<file path="src/hdl/aths_pkg.sv">
// Package: constants and carrier types for the track/hold sequencer
package aths_pkg;
    localparam int RESULT_BITS = 12;
    localparam int CONV_CYCLES = 12;
    localparam logic [3:0] ADDR_TRACK_BIT = 4'h8;
    localparam logic [3:0] ADDR_ACK_BIT = 4'h9;
    localparam logic [3:0] EXT_HOLD_PULSE = 4'h2;
    localparam logic [3:0] INT_CLK_DIV = 4'h4;
    localparam logic [7:0] SETUP_RESET = 8'h80;
    localparam logic [7:0] CONFIG_RESET = 8'h01;
    localparam int SETUP_FLAG_BIT = 7;
    localparam int CFG_SGL_BIT = 0;
    localparam int CFG_CS_LSB = 1;
    localparam int SETUP_SEL_LSB = 4;
    localparam int SETUP_CLK_BIT = 3;

    typedef enum logic [1:0] {
        AT_MODE_ANALOG_INPUT,
        AT_MODE_REF_INPUT,
        AT_MODE_REF_OUTPUT
    } aths_pin_mode_t;

    typedef struct packed {
        logic track;
        logic hold;
        logic converting;
        logic scl_hold_low;
    } aths_th_state_t;
endpackage

</file>
<file path="src/hdl/aths_sequencer.sv">
// Track/hold and conversion sequencer with input multiplexer routing
`timescale 1ns/1ns
module aths_sequencer #(
    parameter int CHANNELS = 12
) (
    // Clock and reset
    input wire logic i_clk,
    input wire logic i_reset,
    // Serial link, from the pins
    input wire logic i_scl,
    // Frame events from the bus front end and the comparator level, same clock domain
    input wire logic i_frame_start,
    input wire logic i_addr_match,
    input wire logic i_read_dir,
    input wire logic i_byte_valid,
    input wire logic [7:0] i_byte_data,
    input wire logic i_result_start,
    input wire logic i_comparator,
    // Track/hold control and status
    output logic o_track,
    output logic o_hold,
    output logic o_converting,
    output logic o_scl_low_oe_n,
    output logic o_result_valid,
    output logic [11:0] o_result,
    // Multiplexer routing, shared pin mode and clock mode
    output logic [CHANNELS-1:0] o_pos_select,
    output logic [CHANNELS-1:0] o_neg_select,
    output logic o_neg_to_ground,
    output logic [1:0] o_ref_pin_mode,
    output logic o_internal_clock_mode
);
    typedef enum {
        ST_IDLE, ST_ADDR, ST_INT_TRACK, ST_INT_CONV, ST_EXT_WAIT, ST_EXT_TRACK, ST_EXT_CONV
    } aths_state_t;

    aths_state_t state;
    logic scl_meta;
    logic scl_sync;
    logic scl_prev;
    logic scl_rise;
    logic scl_fall;
    logic [3:0] edge_count;
    logic [3:0] bit_count;
    logic [3:0] div_count;
    logic int_tick;
    logic conv_tick;
    logic [7:0] setup_reg;
    logic [7:0] config_reg;
    logic [11:0] sar;
    logic [11:0] trial;
    aths_pkg::aths_th_state_t th;

    // Link clock passes two flops before its edges are found
    always_ff @(posedge i_clk) begin
        if (i_reset) begin
            scl_meta <= 1'b1;
            scl_sync <= 1'b1;
            scl_prev <= 1'b1;
        end else begin
            scl_meta <= i_scl;
            scl_sync <= scl_meta;
            scl_prev <= scl_sync;
        end
    end
    assign scl_rise = scl_sync & ~scl_prev;
    assign scl_fall = ~scl_sync & scl_prev;

    // Setup or configuration byte by its top bit
    always_ff @(posedge i_clk) begin
        if (i_reset) begin
            setup_reg <= aths_pkg::SETUP_RESET;
            config_reg <= aths_pkg::CONFIG_RESET;
        end else if (i_byte_valid) begin
            if (i_byte_data[aths_pkg::SETUP_FLAG_BIT]) begin
                setup_reg <= i_byte_data;
            end else begin
                config_reg <= i_byte_data;
            end
        end
    end

    // Internal conversion clock from a divider; only runs while converting
    always_ff @(posedge i_clk) begin
        if (i_reset || state != ST_INT_CONV) begin
            div_count <= 4'h0;
        end else if (div_count == aths_pkg::INT_CLK_DIV - 4'h1) begin
            div_count <= 4'h0;
        end else begin
            div_count <= div_count + 4'h1;
        end
    end
    assign int_tick = (state == ST_INT_CONV) && (div_count == aths_pkg::INT_CLK_DIV - 4'h1);
    // External mode converts on serial clock rising edges
    assign conv_tick = (state == ST_EXT_CONV) ? scl_rise : int_tick;
    assign trial = sar | (12'h800 >> bit_count);

    // Sequencer: track, hold and conversion phases
    always_ff @(posedge i_clk) begin
        if (i_reset) begin
            state <= ST_IDLE;
            edge_count <= 4'h0;
            bit_count <= 4'h0;
            sar <= 12'h000;
            o_result <= 12'h000;
            o_result_valid <= 1'b0;
        end else begin
            o_result_valid <= 1'b0;
            case (state)
                ST_IDLE: begin
                    edge_count <= 4'h0;
                    if (i_frame_start) begin
                        state <= ST_ADDR;
                    end
                end
                ST_ADDR: begin
                    if (scl_rise) begin
                        edge_count <= edge_count + 4'h1;
                    end
                    // Mode from the stored setting
                    if (!setup_reg[aths_pkg::SETUP_CLK_BIT]) begin
                        if (scl_rise && edge_count == aths_pkg::ADDR_TRACK_BIT - 4'h1) begin
                            state <= ST_INT_TRACK;
                        end
                    end else if (scl_rise && edge_count == aths_pkg::ADDR_TRACK_BIT - 4'h1
                                 && i_addr_match && i_read_dir) begin
                        state <= ST_EXT_TRACK;
                    end else if (scl_rise && edge_count == aths_pkg::ADDR_TRACK_BIT - 4'h1) begin
                        state <= ST_IDLE;
                    end
                end
                ST_INT_TRACK: begin
                    // Track from rise 8 to fall of pulse 9: 1.5 serial periods
                    if (scl_rise) begin
                        edge_count <= edge_count + 4'h1;
                    end
                    if (scl_fall && edge_count == aths_pkg::ADDR_ACK_BIT) begin
                        state <= i_addr_match ? ST_INT_CONV : ST_IDLE;
                        bit_count <= 4'h0;
                        sar <= 12'h000;
                    end
                end
                ST_EXT_TRACK: begin
                    // Track from the direction bit to pulse 2 of result: 3 periods
                    edge_count <= 4'h0;
                    if (i_result_start) begin
                        state <= ST_EXT_WAIT;
                    end
                end
                ST_EXT_WAIT: begin
                    if (scl_rise) begin
                        edge_count <= edge_count + 4'h1;
                        if (edge_count == aths_pkg::EXT_HOLD_PULSE - 4'h1) begin
                            state <= ST_EXT_CONV;
                            bit_count <= 4'h0;
                            sar <= 12'h000;
                        end
                    end
                end
                ST_INT_CONV, ST_EXT_CONV: begin
                    // One bit decided per conversion clock
                    if (conv_tick) begin
                        sar <= i_comparator ? trial : sar;
                        bit_count <= bit_count + 4'h1;
                        if (bit_count == 4'(aths_pkg::CONV_CYCLES - 1)) begin
                            o_result <= i_comparator ? trial : sar;
                            o_result_valid <= 1'b1;
                            state <= ST_IDLE;
                        end
                    end
                end
                default: begin
                    state <= ST_IDLE;
                end
            endcase
        end
    end

    // Track/hold phase outputs, registered
    always_comb begin
        th.track = (state == ST_INT_TRACK) || (state == ST_EXT_TRACK) || (state == ST_EXT_WAIT);
        th.converting = (state == ST_INT_CONV) || (state == ST_EXT_CONV);
        th.hold = th.converting;
        th.scl_hold_low = (state == ST_INT_CONV);
    end
    always_ff @(posedge i_clk) begin
        if (i_reset) begin
            o_track <= 1'b0;
            o_hold <= 1'b0;
            o_converting <= 1'b0;
            o_scl_low_oe_n <= 1'b1;
        end else begin
            o_track <= th.track;
            o_hold <= th.hold;
            o_converting <= th.converting;
            o_scl_low_oe_n <= ~th.scl_hold_low;
        end
    end

    // Multiplexer routing; selects beyond the channel count stay open
    always_ff @(posedge i_clk) begin
        if (i_reset) begin
            o_pos_select <= '0;
            o_neg_select <= '0;
            o_neg_to_ground <= 1'b1;
            o_ref_pin_mode <= 2'h0;
            o_internal_clock_mode <= 1'b1;
        end else begin
            for (int k = 0; k < CHANNELS; k++) begin
                if (config_reg[aths_pkg::CFG_SGL_BIT]) begin
                    o_pos_select[k] <= (4'(k) == config_reg[aths_pkg::CFG_CS_LSB +: 4]);
                    o_neg_select[k] <= 1'b0;
                end else begin
                    // Pair index is the upper bits; low bit swaps polarity
                    o_pos_select[k] <= (4'(k >> 1) == {1'b0, config_reg[aths_pkg::CFG_CS_LSB+1 +: 3]})
                        && ((k % 2 == 1) == config_reg[aths_pkg::CFG_CS_LSB]);
                    o_neg_select[k] <= (4'(k >> 1) == {1'b0, config_reg[aths_pkg::CFG_CS_LSB+1 +: 3]})
                        && ((k % 2 == 1) != config_reg[aths_pkg::CFG_CS_LSB]);
                end
            end
            o_neg_to_ground <= config_reg[aths_pkg::CFG_SGL_BIT];
            // Shared pin: 0x input, 10 reference in, 11 reference out
            if (!setup_reg[aths_pkg::SETUP_SEL_LSB + 1]) begin
                o_ref_pin_mode <= 2'(aths_pkg::AT_MODE_ANALOG_INPUT);
            end else if (!setup_reg[aths_pkg::SETUP_SEL_LSB]) begin
                o_ref_pin_mode <= 2'(aths_pkg::AT_MODE_REF_INPUT);
            end else begin
                o_ref_pin_mode <= 2'(aths_pkg::AT_MODE_REF_OUTPUT);
            end
            o_internal_clock_mode <= ~setup_reg[aths_pkg::SETUP_CLK_BIT];
        end
    end
endmodule

</file>
<file path="config.mk">
export PLATFORM = sky130hd
export DESIGN_NAME = aths_sequencer
export DESIGN_NICKNAME = d
export VERILOG_FILES = /design/src/hdl/aths_pkg.sv /design/src/hdl/aths_sequencer.sv
export SDC_FILE = /design/constraint.sdc
export NUM_CORES = 1
export LEC_CHECK = 0
export ABC_AREA = 1
export ABC_CLOCK_PERIOD_IN_PS = 2530
export BUFFER_PORTS_ARGS = -buffer_cell sky130_fd_sc_hd__buf_2
export CORE_ASPECT_RATIO = 0.8
export CORE_UTILIZATION = 60
export CTS_CLUSTER_SIZE = 28
export DETAILED_ROUTE_END_ITERATION = 12
export GPL_TIMING_DRIVEN = 0
export PLACE_DENSITY = 0.85
export SETUP_SLACK_MARGIN = 0.2
export SLEW_MARGIN = 10
export SYNTH_ARGS = -nofsm -noshare
export SYNTH_HDL_FRONTEND = slang
export SYNTH_SLANG_ARGS = --single-unit
</file>
<file path="constraint.sdc">
create_clock -name i_clk -period 2.53 [get_ports i_clk]
set_clock_uncertainty 0.05 [all_clocks]
set_input_delay 0 -clock i_clk [delete_from_list [all_inputs] [get_ports i_clk]]
set_output_delay 0 -clock i_clk [all_outputs]
set_load 0.02 [all_outputs]
</file>
==> impl.org, run 1 <==
** Timing
- Number of hold violations in the final report :: 0
- For the pin with the worst max-slew slack, the measured transition is 0.673 ns.
- Setup repair after global routing missed its margin :: false
- The worst path needs 2.06 ns of the cycle, external delays included.
- Final hold analysis gives a worst-case slack of ~0.012 ns.
- Final number of setup-violating endpoints :: 0
- Peak Freq :: between 400 and 500 MHz
- Sum of negative setup slack :: 0 ns
- Worst relative slew slack :: 0.552
- The final max-slew violation count came to 0.
- In the finished design, the share of the clock period the worst path needs comes to 0.813.

** Worst setup path
- Top fanout value on the critical path :: 10
- Largest stage delay on the critical path :: approximately 0.55 ns
- For the worst setup path, the data arrival time is roughly 2.3 ns.
- The worst register-to-register path has a setup slack of roughly 0.7 ns.
- Reg-to-reg endpoint :: sar[6]
- Worst path required time :: 2.79 ns
- Dominant cell type by count on the critical path :: clkbuf_1
- The worst setup path is launched from an input port.
- Family with the most delay on the worst path :: buffers and inverters
- Kind of end point of the critical path :: flip-flop
- Measured in cells, the most critical reg-to-reg path has a length of 9.
- The worst register-to-register path begins at edge_count[0].
- Cell with the biggest individual delay on the critical path :: dlygate4sd3_1
- The number of buffers and inverters on the critical path is 6.
- The critical path is of the input port to flip-flop type.
- Critical path cell sequence :: dlygate4sd3_1, clkbuf_1, inv_1, clkbuf_1, clkbuf_1, o21ai_0, a21oi_1, dlygate4sd3_1

** Logic synthesis
- Share of the synthesized area in the top cell type :: 0.457
- In the synthesized netlist the dominant register cell turns out to be dfxtp_1.
- Synthesis instantiated 33 different standard cells from the library.
- Counting every instance in the synthesized netlist gives 464.
- Cell Area, Synth :: 3590 um^2
- Synth Net Count :: between 400 and 500
- Yosys printed 0 warnings.
- Each instance of the synthesized netlist takes up on average 7.73 um^2.
- In this run, synthesis inferred 0 flip-flops with an integrated enable.
- In the synthesized netlist the async set-or-reset flop fraction comes to 0.
- In this run, synthesis produced a sequential element count of 82.
- Register area share after synthesis :: 0.457
- Summed over all instances, the cell type with the most area after synthesis is dfxtp_1.
- After synthesis, the cell types taking the most area are dfxtp_1, nor2_1, nand2_1, inv_1, o21ai_0.
- Post-synth top cells :: nor2_1, dfxtp_1, nand2_1
- Cell with the most instances after synthesis :: nor2_1

** Drt
- Detailed routing inserted a total of approximately 3300 vias.
- The first routing iteration left 203 violations.
- The count of nets left with antenna violations once routing finished came out at 0.
- For this run, design rule violations remaining after detail routing come to 0.
- Top metal layer carrying routed signals :: met4
- The routed design uses between 4000 and 5000 um of met2 wire.
- The detailed router put a total of 3700 um of wire on met1.
- The final layout contains routed wiring with a total length of 8780 um.
- Detailed-routing iteration count for the pre-antenna-repair pass :: 5
- In the final routed layout, each cell accounts on average for around 14 um.
- Summed over all nets, wire length on met3 after detailed routing comes to between 500 and 600 um.
- Drt via density :: 5.24

** Global routing
- Wire length of the first global-routing pass :: between 10000 and 15000 um
- Summed over all layers, the global routing overflow is 0.
- The number of antenna violations at the first check in global routing was 0.
- Vias in the first global route :: between 3000 and 4000
- Across every metal layer, demand over resource in global routing totals 0.304.
- Entering global routing, the biggest net connects 17 pins.

** Clocking
- Number of buffers created by CTS :: 9
- Setup Buffers After CTS :: 0
- CTS sink count :: just over 80
- In this run, post-CTS repair resized a total of 0 instances.
- Clk pin slew, worst setup/hold paths :: roughly 0.09 ns
- Buffer cell driving the clock tree root :: clkbuf_8
- H-tree depth reported by CTS :: 3
- Clock latency on the worst-skew pair, taken at its later pin, is approximately 0.37 ns.
- TritonCTS built the clock tree.
- Total of hold buffers inserted after clock tree synthesis :: 10
- The longest clock path from root to sink contains 2 buffers.

** Power and ir drop
- Maximum vdd drop :: 0.564 mV
- Cell leakage power :: 1.98 nW
- Pwr per Cell Area :: 760 nW/um^2
- Power comes to 3.28 mW.

** Placement
- During placement, the flow inserted port buffers numbering 59.
- Gp weighted congestion :: 0.858
- After legalization and detailed placement, the total HPWL measured a little under 6000 um.

** Floorplanning
- The floorplan step defined a core boundary enclosing 5620 um^2.
- 62 I/O pins were placed.
- Height of the chip :: slightly above 70 um
- Row cnt :: 24
- The die covers ~6300 um^2.
- Initial core utilization :: 0.639
- Die Wd :: 88.5 um

** Hold path
- Type of the worst min-delay path :: input port to flip-flop
- Number of cells on the worst hold path :: 5
- The worst hold path terminates at state[2].
- The worst hold path begins at i_read_dir.

** Outcome
- Status :: complete, no violations

** Final layout
- Antenna diode instance count :: 0
- Final Net Count :: 570
- Layout cells sized above 1 :: 0.239
- The area growth from synthesis to layout is 20.2%.

** Run
- Max-Cap Viols :: 0
report_power, final:
group / internal (mW) / total [mW] / switching [mW]
Clock: 0.576 / 1.10 / 0.527
Combinational: 0.275 / 0.788 / 0.513
Sequential: 1.35 / 1.39 / 0.0363
Total: 2.20 / 3.28 / 1.08
metal layers:
layer  up-vias  global-route usage
met5         -                   0
met4         0               0.133
met3        25              0.0817
met2       132               0.518
met1      1504               0.358
li1       1625                   -
cell families after synthesis:
family          Yosys count  share of synthesized area
flops                    82                      0.457
simple gates            238                      0.315
fa+ha+maj                 9                     0.0314
compound gates           62                      0.100
xor+xnor                  1                    0.00244
buf+inv                  72                     0.0934
cell type report:
type	instances	area, um^2
multi-input combinational	310	1610
inverter	54	204
fill	401	1300
buffer	18	131
clock buffer	9	124
tap	78	97.6
clock inverter	7	106
timing repair buffer	69	395
sequential	82	1640
worst max path at each step:
stage / from / depth (start not counted) / endpoint / slack (ns)
5_1_grt: i_reset / 8 / setup_reg[5] / 0.29
6_report: i_reset / 8 / setup_reg[5] / 0.47
3_5_place_dp: edge_count[0] / 9 / sar[6] / 0.72
3_3_place_gp: edge_count[0] / 9 / bit_count[0] / 0.73
2_1_floorplan: edge_count[0] / 9 / bit_count[0] / 0.88
4_1_cts: i_reset / 8 / setup_reg[5] / 0.49
worst register-to-register path, delay by kind of cell, from the launching register on:
kind	cells	cell delay (ns)
fa+ha+maj	1	0.20
flops	1	0.40
simple gates	6	0.82
compound gates	1	0.05
buf+inv	1	0.19
cells in the final DEF, fill, tap and decap left out, types with 5 or more instances in the layout:
| cell | n |
|---|---|
| o21ai_0 | 24 |
| dlygate4sd3_1 | 10 |
| clkbuf_1 | 7 |
| a21oi_1 | 23 |
| nor2_1 | 90 |
| ha_1 | 9 |
| nand2_1 | 75 |
| inv_1 | 51 |
| buf_6 | 5 |
| nor3_1 | 5 |
| or2_2 | 5 |
| a21oi_2 | 10 |
| nand2_2 | 14 |
| buf_2 | 61 |
| dfxtp_1 | 82 |
| nand3_1 | 15 |
| clkbuf_8 | 9 |
| nand4_1 | 18 |
stage by stage:
| step | area, um^2 | setup slack, ns | cells | utilization |
|---|---|---|---|---|
| after floorplan | 3590 | 0.875 | 464 | - |
| after global placement | 3980 | 0.727 | 601 | 0.709 |
| after detailed placement | 3980 | 0.716 | 601 | 0.709 |
| after CTS | 4310 | 0.493 | 627 | 0.768 |
| after global routing | 4310 | 0.293 | 627 | 0.768 |
| final | 4310 | 0.474 | 627 | 0.768 |
(Power assumes the default switching activity.)
==> inputs of run 2 (changes only) <==
- ABC_CLOCK_PERIOD_IN_PS: 2530 -> 1800
- CORE_UTILIZATION: 60 -> 50
- PLACE_DENSITY: 0.85 -> 0.75
- clock period: 2.53 -> 1.8 ns (I/O delays scaled with it)
==> run 2 against run 1 <==
Compared with the run above:
- first-iteration DRC count down 3.4%
- via count up 3.5%
- worst setup slack worse by 0.32 ns
- largest cell class is now multi-input gates
- largest power group unchanged
==> impl.org, run 2 (same netlist as run 1, synthesis figures left out) <==
** Power and ir drop
- Maximum vdd drop :: 0.507 mV (was 0.564 mV)
- The standby leakage power came to 2.15 nW (was 1.98 nW).
- Pwr per Cell Area :: 1020 nW/um^2 (was 760 nW/um^2)

** Drt
- Routed via count :: 3401 (was 3286)
- Number of DRC violations after detailed routing :: 0 (unchanged)
- The number of nets with antenna violations after detailed routing is 0 (unchanged).
- Detailed-routing iteration count for the pre-antenna-repair pass :: 5 (unchanged)
- The number of vias per cell after detailed routing is 5.17 (was 5.24).
- The overall routed net length was 9190 um (was 8780 um).
- Wire length per cell after detailed routing :: 14.0 um (about the same)
- Violation count after the first detailed-route iteration :: 196 (was 203)

** Timing
- The worst slew margin relative to its limit came to 0.511 (was 0.552).
- Final number of setup-violating endpoints :: 0 (unchanged)
- The total negative slack came to 0 ns (unchanged).
- Of the available clock period, the critical path in the final layout requires 0.914.
- After layout, the minimum clock period comes to 1.65 ns.
- Setup repair after global routing missed its margin: true (was false).
- Final Max Tran Viols :: 0 (unchanged)
- Fin Hold WS :: 0.0435 ns (was 0.0120 ns)
- Transition at the pin with the smallest max-transition slack :: 0.734 ns (was 0.673 ns)
- The number of hold violations in the final report came to 0 (unchanged).
- Peak Freq :: 608 MHz

** Clocking
- Insertion delay to the later sink of the worst-skew pair :: 0.36 ns (was 0.37 ns)
- H-tree depth reported by CTS :: 3 (unchanged)
- The maximum root-to-sink buffer count is 2 (unchanged).
- The clock transition at the registers of the reported paths was 0.09 ns (about the same).
- Buffer cell driving the clock tree root :: clkbuf_8 (unchanged)
- The number of buffers created by CTS came to 9 (unchanged).
- The count of clock tree sinks is 82 (unchanged).
- TritonCTS clock tree :: done (unchanged)

** Floorplanning
- Initial core utilization :: 0.518 (was 0.639)
- The height of the die was 77.8 um (was 71.2 um).
- Die area :: 7520 um^2 (was 6300 um^2)
- The number of cell rows came to 27 (was 24).
- Die Wd :: 96.7 um (was 88.5 um)
- The core footprint came to 6930 um^2 (was 5620 um^2).
- The number of ports placed on the die boundary came to 62 (unchanged).

** Final layout
- The sequential cell area came to 1660 um^2 (was 1640 um^2).
- Layout Area Growth over Synthesis :: 32.0% (was 20.2%)
- The most common cell after layout, fill and taps aside is nor2_1 (unchanged).
- The proportion of layout cells with a drive suffix above 1 came to 0.342 (was 0.239).
- The number of filler instances in the final layout was 523 (was 401).
- Footprint of the multi-input gates :: 1810 um^2 (was 1610 um^2)
- The final layout net count came to 592 (was 570).
- The diode insertion count for antenna repair came to 0 (unchanged).
- Leading cell types in the layout, fill and taps excluded :: nor2_1, dfxtp_1, nand2_1 (unchanged)

** Global routing
- Antenna violations before repair :: 0 (unchanged)
- Overflow left after global routing :: 0 (unchanged)
- The pin count of the biggest net entering global routing is 17 (unchanged).
- Vias in the first global route :: 3256 (was 3141)
- Aggregate global-route resource usage :: 0.239 (was 0.304)
- The global-route wire length before repair was 14400 um (was 14300 um).

** Placement
- Gp weighted congestion :: 0.908 (was 0.858)
- The half-perimeter wire length after placement was 5690 um (was 5870 um).
- The number of input and output port buffers inserted is 59 (unchanged).

** Worst setup path
- Kind of end point of the critical path :: flip-flop (unchanged)
- Critical path launch point type :: flip-flop (was input port)
- The type of the setup path with the least slack is flip-flop to flip-flop (was input port to flip-flop).
- Worst path required time :: 2.05 ns (was 2.79 ns)
- The maximum fanout encountered on the critical timing path came to 5 (was 10).
- Arrival time reported for the critical path endpoint :: 1.90 ns (was 2.32 ns)

** Outcome
- Status: complete, no violations (unchanged).

** Hold path
- Type of the worst min-delay path :: input port to flip-flop (unchanged)

** Run
- The max-cap violation count came to 0 (unchanged).
==> run 2: changes by cell type in the layout (fill, tap and decap cells not counted), sizes merged <==
cell	delta
buf	+19
bufbuf	+1
bufinv	-2
clkbuf	+1
clkinvlp	+2
dlygate4sd3	+1
==> run 2: repair_timing <==
action,4_1_cts,5_1_grt
hold endpoints to repair,11,0
endpoints found under the setup margin,32,32
hold buffers,11,0
resized for setup,29,47
gates cloned,3,1
pin swaps,8,13
setup buffers,12,5
==> run 2: per-layer routing <==
| metal | share of wire | track usage | up-vias |
|---|---|---|---|
| li1 | - | - | 1669 |
| met5 | 0 | 0 | - |
| met1 | 0.43 | 0.293 | 1584 |
| met4 | 0.020 | 0.0940 | 0 |
| met3 | 0.067 | 0.0649 | 22 |
| met2 | 0.48 | 0.400 | 126 |
==> run 2: layout make-up <==
class                      count  area share
clock inverter                 7      0.0122
clock buffer                   9      0.0262
sequential                    82       0.350
tap                           87      0.0230
multi-input combinational    310       0.382
timing repair buffer          91       0.132
buffer                        18      0.0301
inverter                      54      0.0439
==> run 2: final timing paths <==
| path | slack (ns) | cells after the start | start | to |
|---|---|---|---|---|
| hold / removal | 0.04 | 5 | i_addr_match | state[2] |
| hold reg to reg | 0.37 | 1 | scl_meta | scl_sync |
| setup / recovery | 0.15 | 7 | state[0] | edge_count[2] |
| setup reg to reg | 0.15 | 7 | state[0] | edge_count[2] |
==> run 2: critical path, stage by stage (launching register included) <==
cell and delay, ns:
dfxtp_2 0.34, buf_6 0.13, nor2_4 0.05, buf_4 0.14, buf_4 0.13, a211oi_1 0.41
o21ai_0 0.21, nor2_1 0.13
==> run 2: where the power goes <==
group	total [mW]	leakage, nW	internal, mW	switching [mW]
clock network	1.26	0.0886	0.523	0.734
registers	1.97	0.669	1.90	0.0644
logic	1.62	1.39	0.733	0.889
==> run 2: stage by stage <==
step | area, um^2 | total power, mW | std cells | setup WS [ns] | util
after floorplan | 3590 | 2.82 | 464 | 0.219 | -
after global placement | 4000 | 3.03 | 610 | 0.0622 | 0.577
after detailed placement | 4000 | 3.04 | 610 | 0.0408 | 0.577
after CTS | 4520 | 4.64 | 652 | 0.173 | 0.653
after global routing | 4740 | 5.08 | 658 | 0.0784 | 0.684
final | 4740 | 4.85 | 658 | 0.155 | 0.684
==> inputs of run 3 (changes only) <==
- CORE_ASPECT_RATIO: 0.8 -> not set
==> run 3 against run 2 <==
Compared with the run above:
- register-to-register slack hardly changed
- maximum frequency up 0.27%
- cell count rose by 0.76%
- sequential power barely moved
- flip-flop and latch count did not move
- worst hold slack worse by 0.022 ns
- combinational power shrank 4%
- cell area decreased by 0.37%
- clock-buffer cell count did not move
- critical endpoint is now sar[10]
- highest routed layer unchanged
==> impl.org, run 3 (same netlist as run 1, synthesis figures left out) <==
** Drt
- The DRC violations left was 0 (unchanged).
- The first-iteration detailed-routing DRC count came to 181 (was 196).
- Antenna-violating nets left :: 0 (unchanged)
- Detailed-routing iteration count for the pre-antenna-repair pass :: 5 (unchanged)
- The overall routed net length is 8830 um (was 9190 um).
- Wire length per cell after detailed routing :: 13.3 um (was 14.0 um)
- The detailed-route via count came to 3328 (was 3401).
- Drt via density :: 5.02 (was 5.17)

** Power and ir drop
- Proportion of total power due to net switching :: 0.331 (was 0.348)
- The ratio of total power to cell area came to 1070 nW/um^2 (was 1020 nW/um^2).
- The cell internal power dissipation is 3.37 mW (was 3.16 mW).
- Clock share of power :: 0.306 (was 0.259)
- The proportion of power drawn by combinational gates came to 0.307 (was 0.335).
- Maximum vdd drop :: 0.565 mV (was 0.507 mV)
- Cell leakage power :: 2.14 nW (was 2.15 nW)
- The portion of total power attributed to sequential cells came to 0.387 (was 0.406).
- Switching power of the nets :: 1.67 mW (was 1.69 mW)

** Global routing
- The pin count of the biggest net entering global routing was 17 (unchanged).
- The overall fraction of global-route tracks in use was 0.241 (was 0.239).
- Overflow left after global routing :: 0 (unchanged)
- Antenna violations before repair :: 0 (unchanged)
- Wire length of the first global-routing pass :: 13900 um (was 14400 um)
- Vias in the first global route :: 2987 (was 3256)

** Final layout
- The diode insertion count for antenna repair came to 0 (unchanged).
- Design area :: 4720 um^2 (was 4740 um^2)
- The most common cell after layout, fill and taps aside is nor2_1 (unchanged).
- The fraction of the core area covered by cells at the end of the flow was 0.687 (was 0.684).
- The proportion of layout cells with a drive suffix above 1 was 0.317 (was 0.342).
- Leading cell types in the layout, fill and taps excluded :: nor2_1, dfxtp_1, nand2_1 (unchanged)
- The final layout net count is 588 (was 592).
- The area added between synthesis and finish is 31.5% (was 32.0%).

** Worst setup path
- Worst path required time :: 1.98 ns (was 2.05 ns)
- Arrival time reported for the critical path endpoint :: 1.82 ns (was 1.90 ns)
- Critical path cell sequence :: inv_2, nor2_1, nand3_2, nand3_4, nand3_4, buf_16, nand2_4, a21oi_2 (was buf_6, nor2_4, buf_4, buf_4, a211oi_1, o21ai_0, nor2_1)
- Family with the most delay on the worst path :: simple AND/OR/NAND/NOR gates (was compound AO/OA/AOI/OAI gates)
- Worst Path Buf+Inv :: 2 (was 3)
- Kind of end point of the critical path :: flip-flop (unchanged)
- Largest stage delay on the critical path :: 0.45 ns (was 0.41 ns)
- The maximum fanout encountered on the critical timing path came to 7 (was 5).
- Critical path launch point type :: flip-flop (unchanged)
- Cell with the biggest individual delay on the critical path :: dfxtp_2 (was a211oi_1)
- Critical Setup Path Class :: flip-flop to flip-flop (unchanged)
- Dominant cell type by count on the critical path :: nand3_4 (was buf_4)

** Timing
- Final clock period utilization by the worst path :: 0.912 (was 0.914)
- Fin crit period :: 1.64 ns (was 1.65 ns)
- The total negative slack came to 0 ns (unchanged).
- The number of hold violations in the final report is 0 (unchanged).
- Setup repair after global routing missed its margin: true (unchanged).
- Worst relative slew slack :: 0.499 (was 0.511)
- Fin Hold WS :: 0.0220 ns (was 0.0435 ns)
- Slack of the critical path :: 0.159 ns (was 0.155 ns)
- Final Max Tran Viols :: 0 (unchanged)
- The maximum clock rate came to 609 MHz (was 608 MHz).
- Transition at the pin with the smallest max-transition slack :: 0.752 ns (was 0.734 ns)
- Final number of setup-violating endpoints :: 0 (unchanged)

** Floorplanning
- Boundary pin count :: 62 (unchanged)
- The initial standard-cell utilization of the core came to 0.522 (was 0.518).
- The core footprint was 6870 um^2 (was 6930 um^2).
- The height of the die came to 86.7 um (was 77.8 um).
- Die area :: 7520 um^2 (about the same)
- The horizontal extent of the die came to 86.7 um (was 96.7 um).
- Row cnt :: 30 (was 27)

** Run
- The max-cap violation count was 0 (unchanged).

** Clocking
- TritonCTS clock tree :: done (unchanged)
- Buffer cell driving the clock tree root :: clkbuf_8 (unchanged)
- The number of buffers created by CTS is 9 (unchanged).
- The clock transition at the registers of the reported paths is 0.09 ns (about the same).
- H-tree depth reported by CTS :: 3 (unchanged)
- The maximum root-to-sink buffer count was 2 (unchanged).
- Insertion delay to the later sink of the worst-skew pair :: 0.36 ns (about the same)
- The count of clock tree sinks was 82 (unchanged).

** Outcome
- Status :: complete, no violations (unchanged)

** Placement
- The number of input and output port buffers inserted came to 59 (unchanged).
- Post-DP Area :: 4010 um^2 (was 4000 um^2)
- Pre-CTS worst setup slack :: 0.0228 ns (was 0.0408 ns)
- The half-perimeter wire length after placement came to 5510 um (was 5690 um).
- Gp weighted congestion :: 0.843 (was 0.908)

** Hold path
- The class of the tightest hold or removal check was input port to flip-flop (unchanged).
[run 3: cell types whose count changed in the layout (fill, tap and decap cells not counted), sizes merged]
cell,change
buf,-3
clkinvlp,-1
bufinv,+2
bufbuf,-1
dlygate4sd3,-1
[run 3: worst paths after layout]
path / startpoint / to / slack [ns] / depth (start not counted)
max: state[2] / sar[10] / 0.16 / 8
min: i_read_dir / state[2] / 0.02 / 5
max reg2reg: state[2] / sar[10] / 0.16 / 8
min reg2reg: scl_meta / scl_sync / 0.36 / 1
[run 3: final cells by class]
cell class	instances	area [um^2]
Fill cell	548	2150
Tap cell	96	120
Sequential cell	82	1660
Inverter	54	208
Buffer	18	143
Clock buffer	9	124
Multi-Input combinational cell	310	1780
Timing Repair inverter	1	5.00
Timing Repair Buffer	86	578
Clock inverter	7	105
[run 3: worst register-to-register path, delay by kind of cell, from the launching register on]
kind / cells / cell delay [ns]
compound gates: 1 / 0.05
buf+inv: 2 / 0.30
flops: 1 / 0.45
simple gates: 5 / 0.66
[run 3: power groups by stage]
| stage | Sequential, mW | Clock (mW) | Combinational, mW |
|---|---|---|---|
| floorplan | 2.01 | 0 | 0.810 |
| global placement | 1.99 | 0 | 1.04 |
| detailed placement | 1.99 | 0 | 1.05 |
| CTS | 1.95 | 1.57 | 1.35 |
| global route | 1.97 | 1.64 | 1.69 |
| finish | 1.95 | 1.54 | 1.55 |
[run 3: timing repair]
item,CTS,global route
gates cloned,2,1
pin swaps,6,12
hold buffers,10,0
hold endpoints to repair,10,0
setup endpoints to repair,23,34
resized for setup,21,46
setup buffers,13,2
[run 3: metrics by stage]
step                cells  power [mW]
finish                663        5.04
global route          663        5.30
CTS                   660        4.87
detailed placement    619        3.04
global placement      619        3.03
floorplan             464        2.82
[run 3: per-layer routing]
metal  up-vias  wire (um)  global-route usage
li1       1669          -                   -
met1      1524       3840               0.317
met2       114       4330               0.394
met3        21        442              0.0324
met4         0        221               0.108
met5         -          0                   0
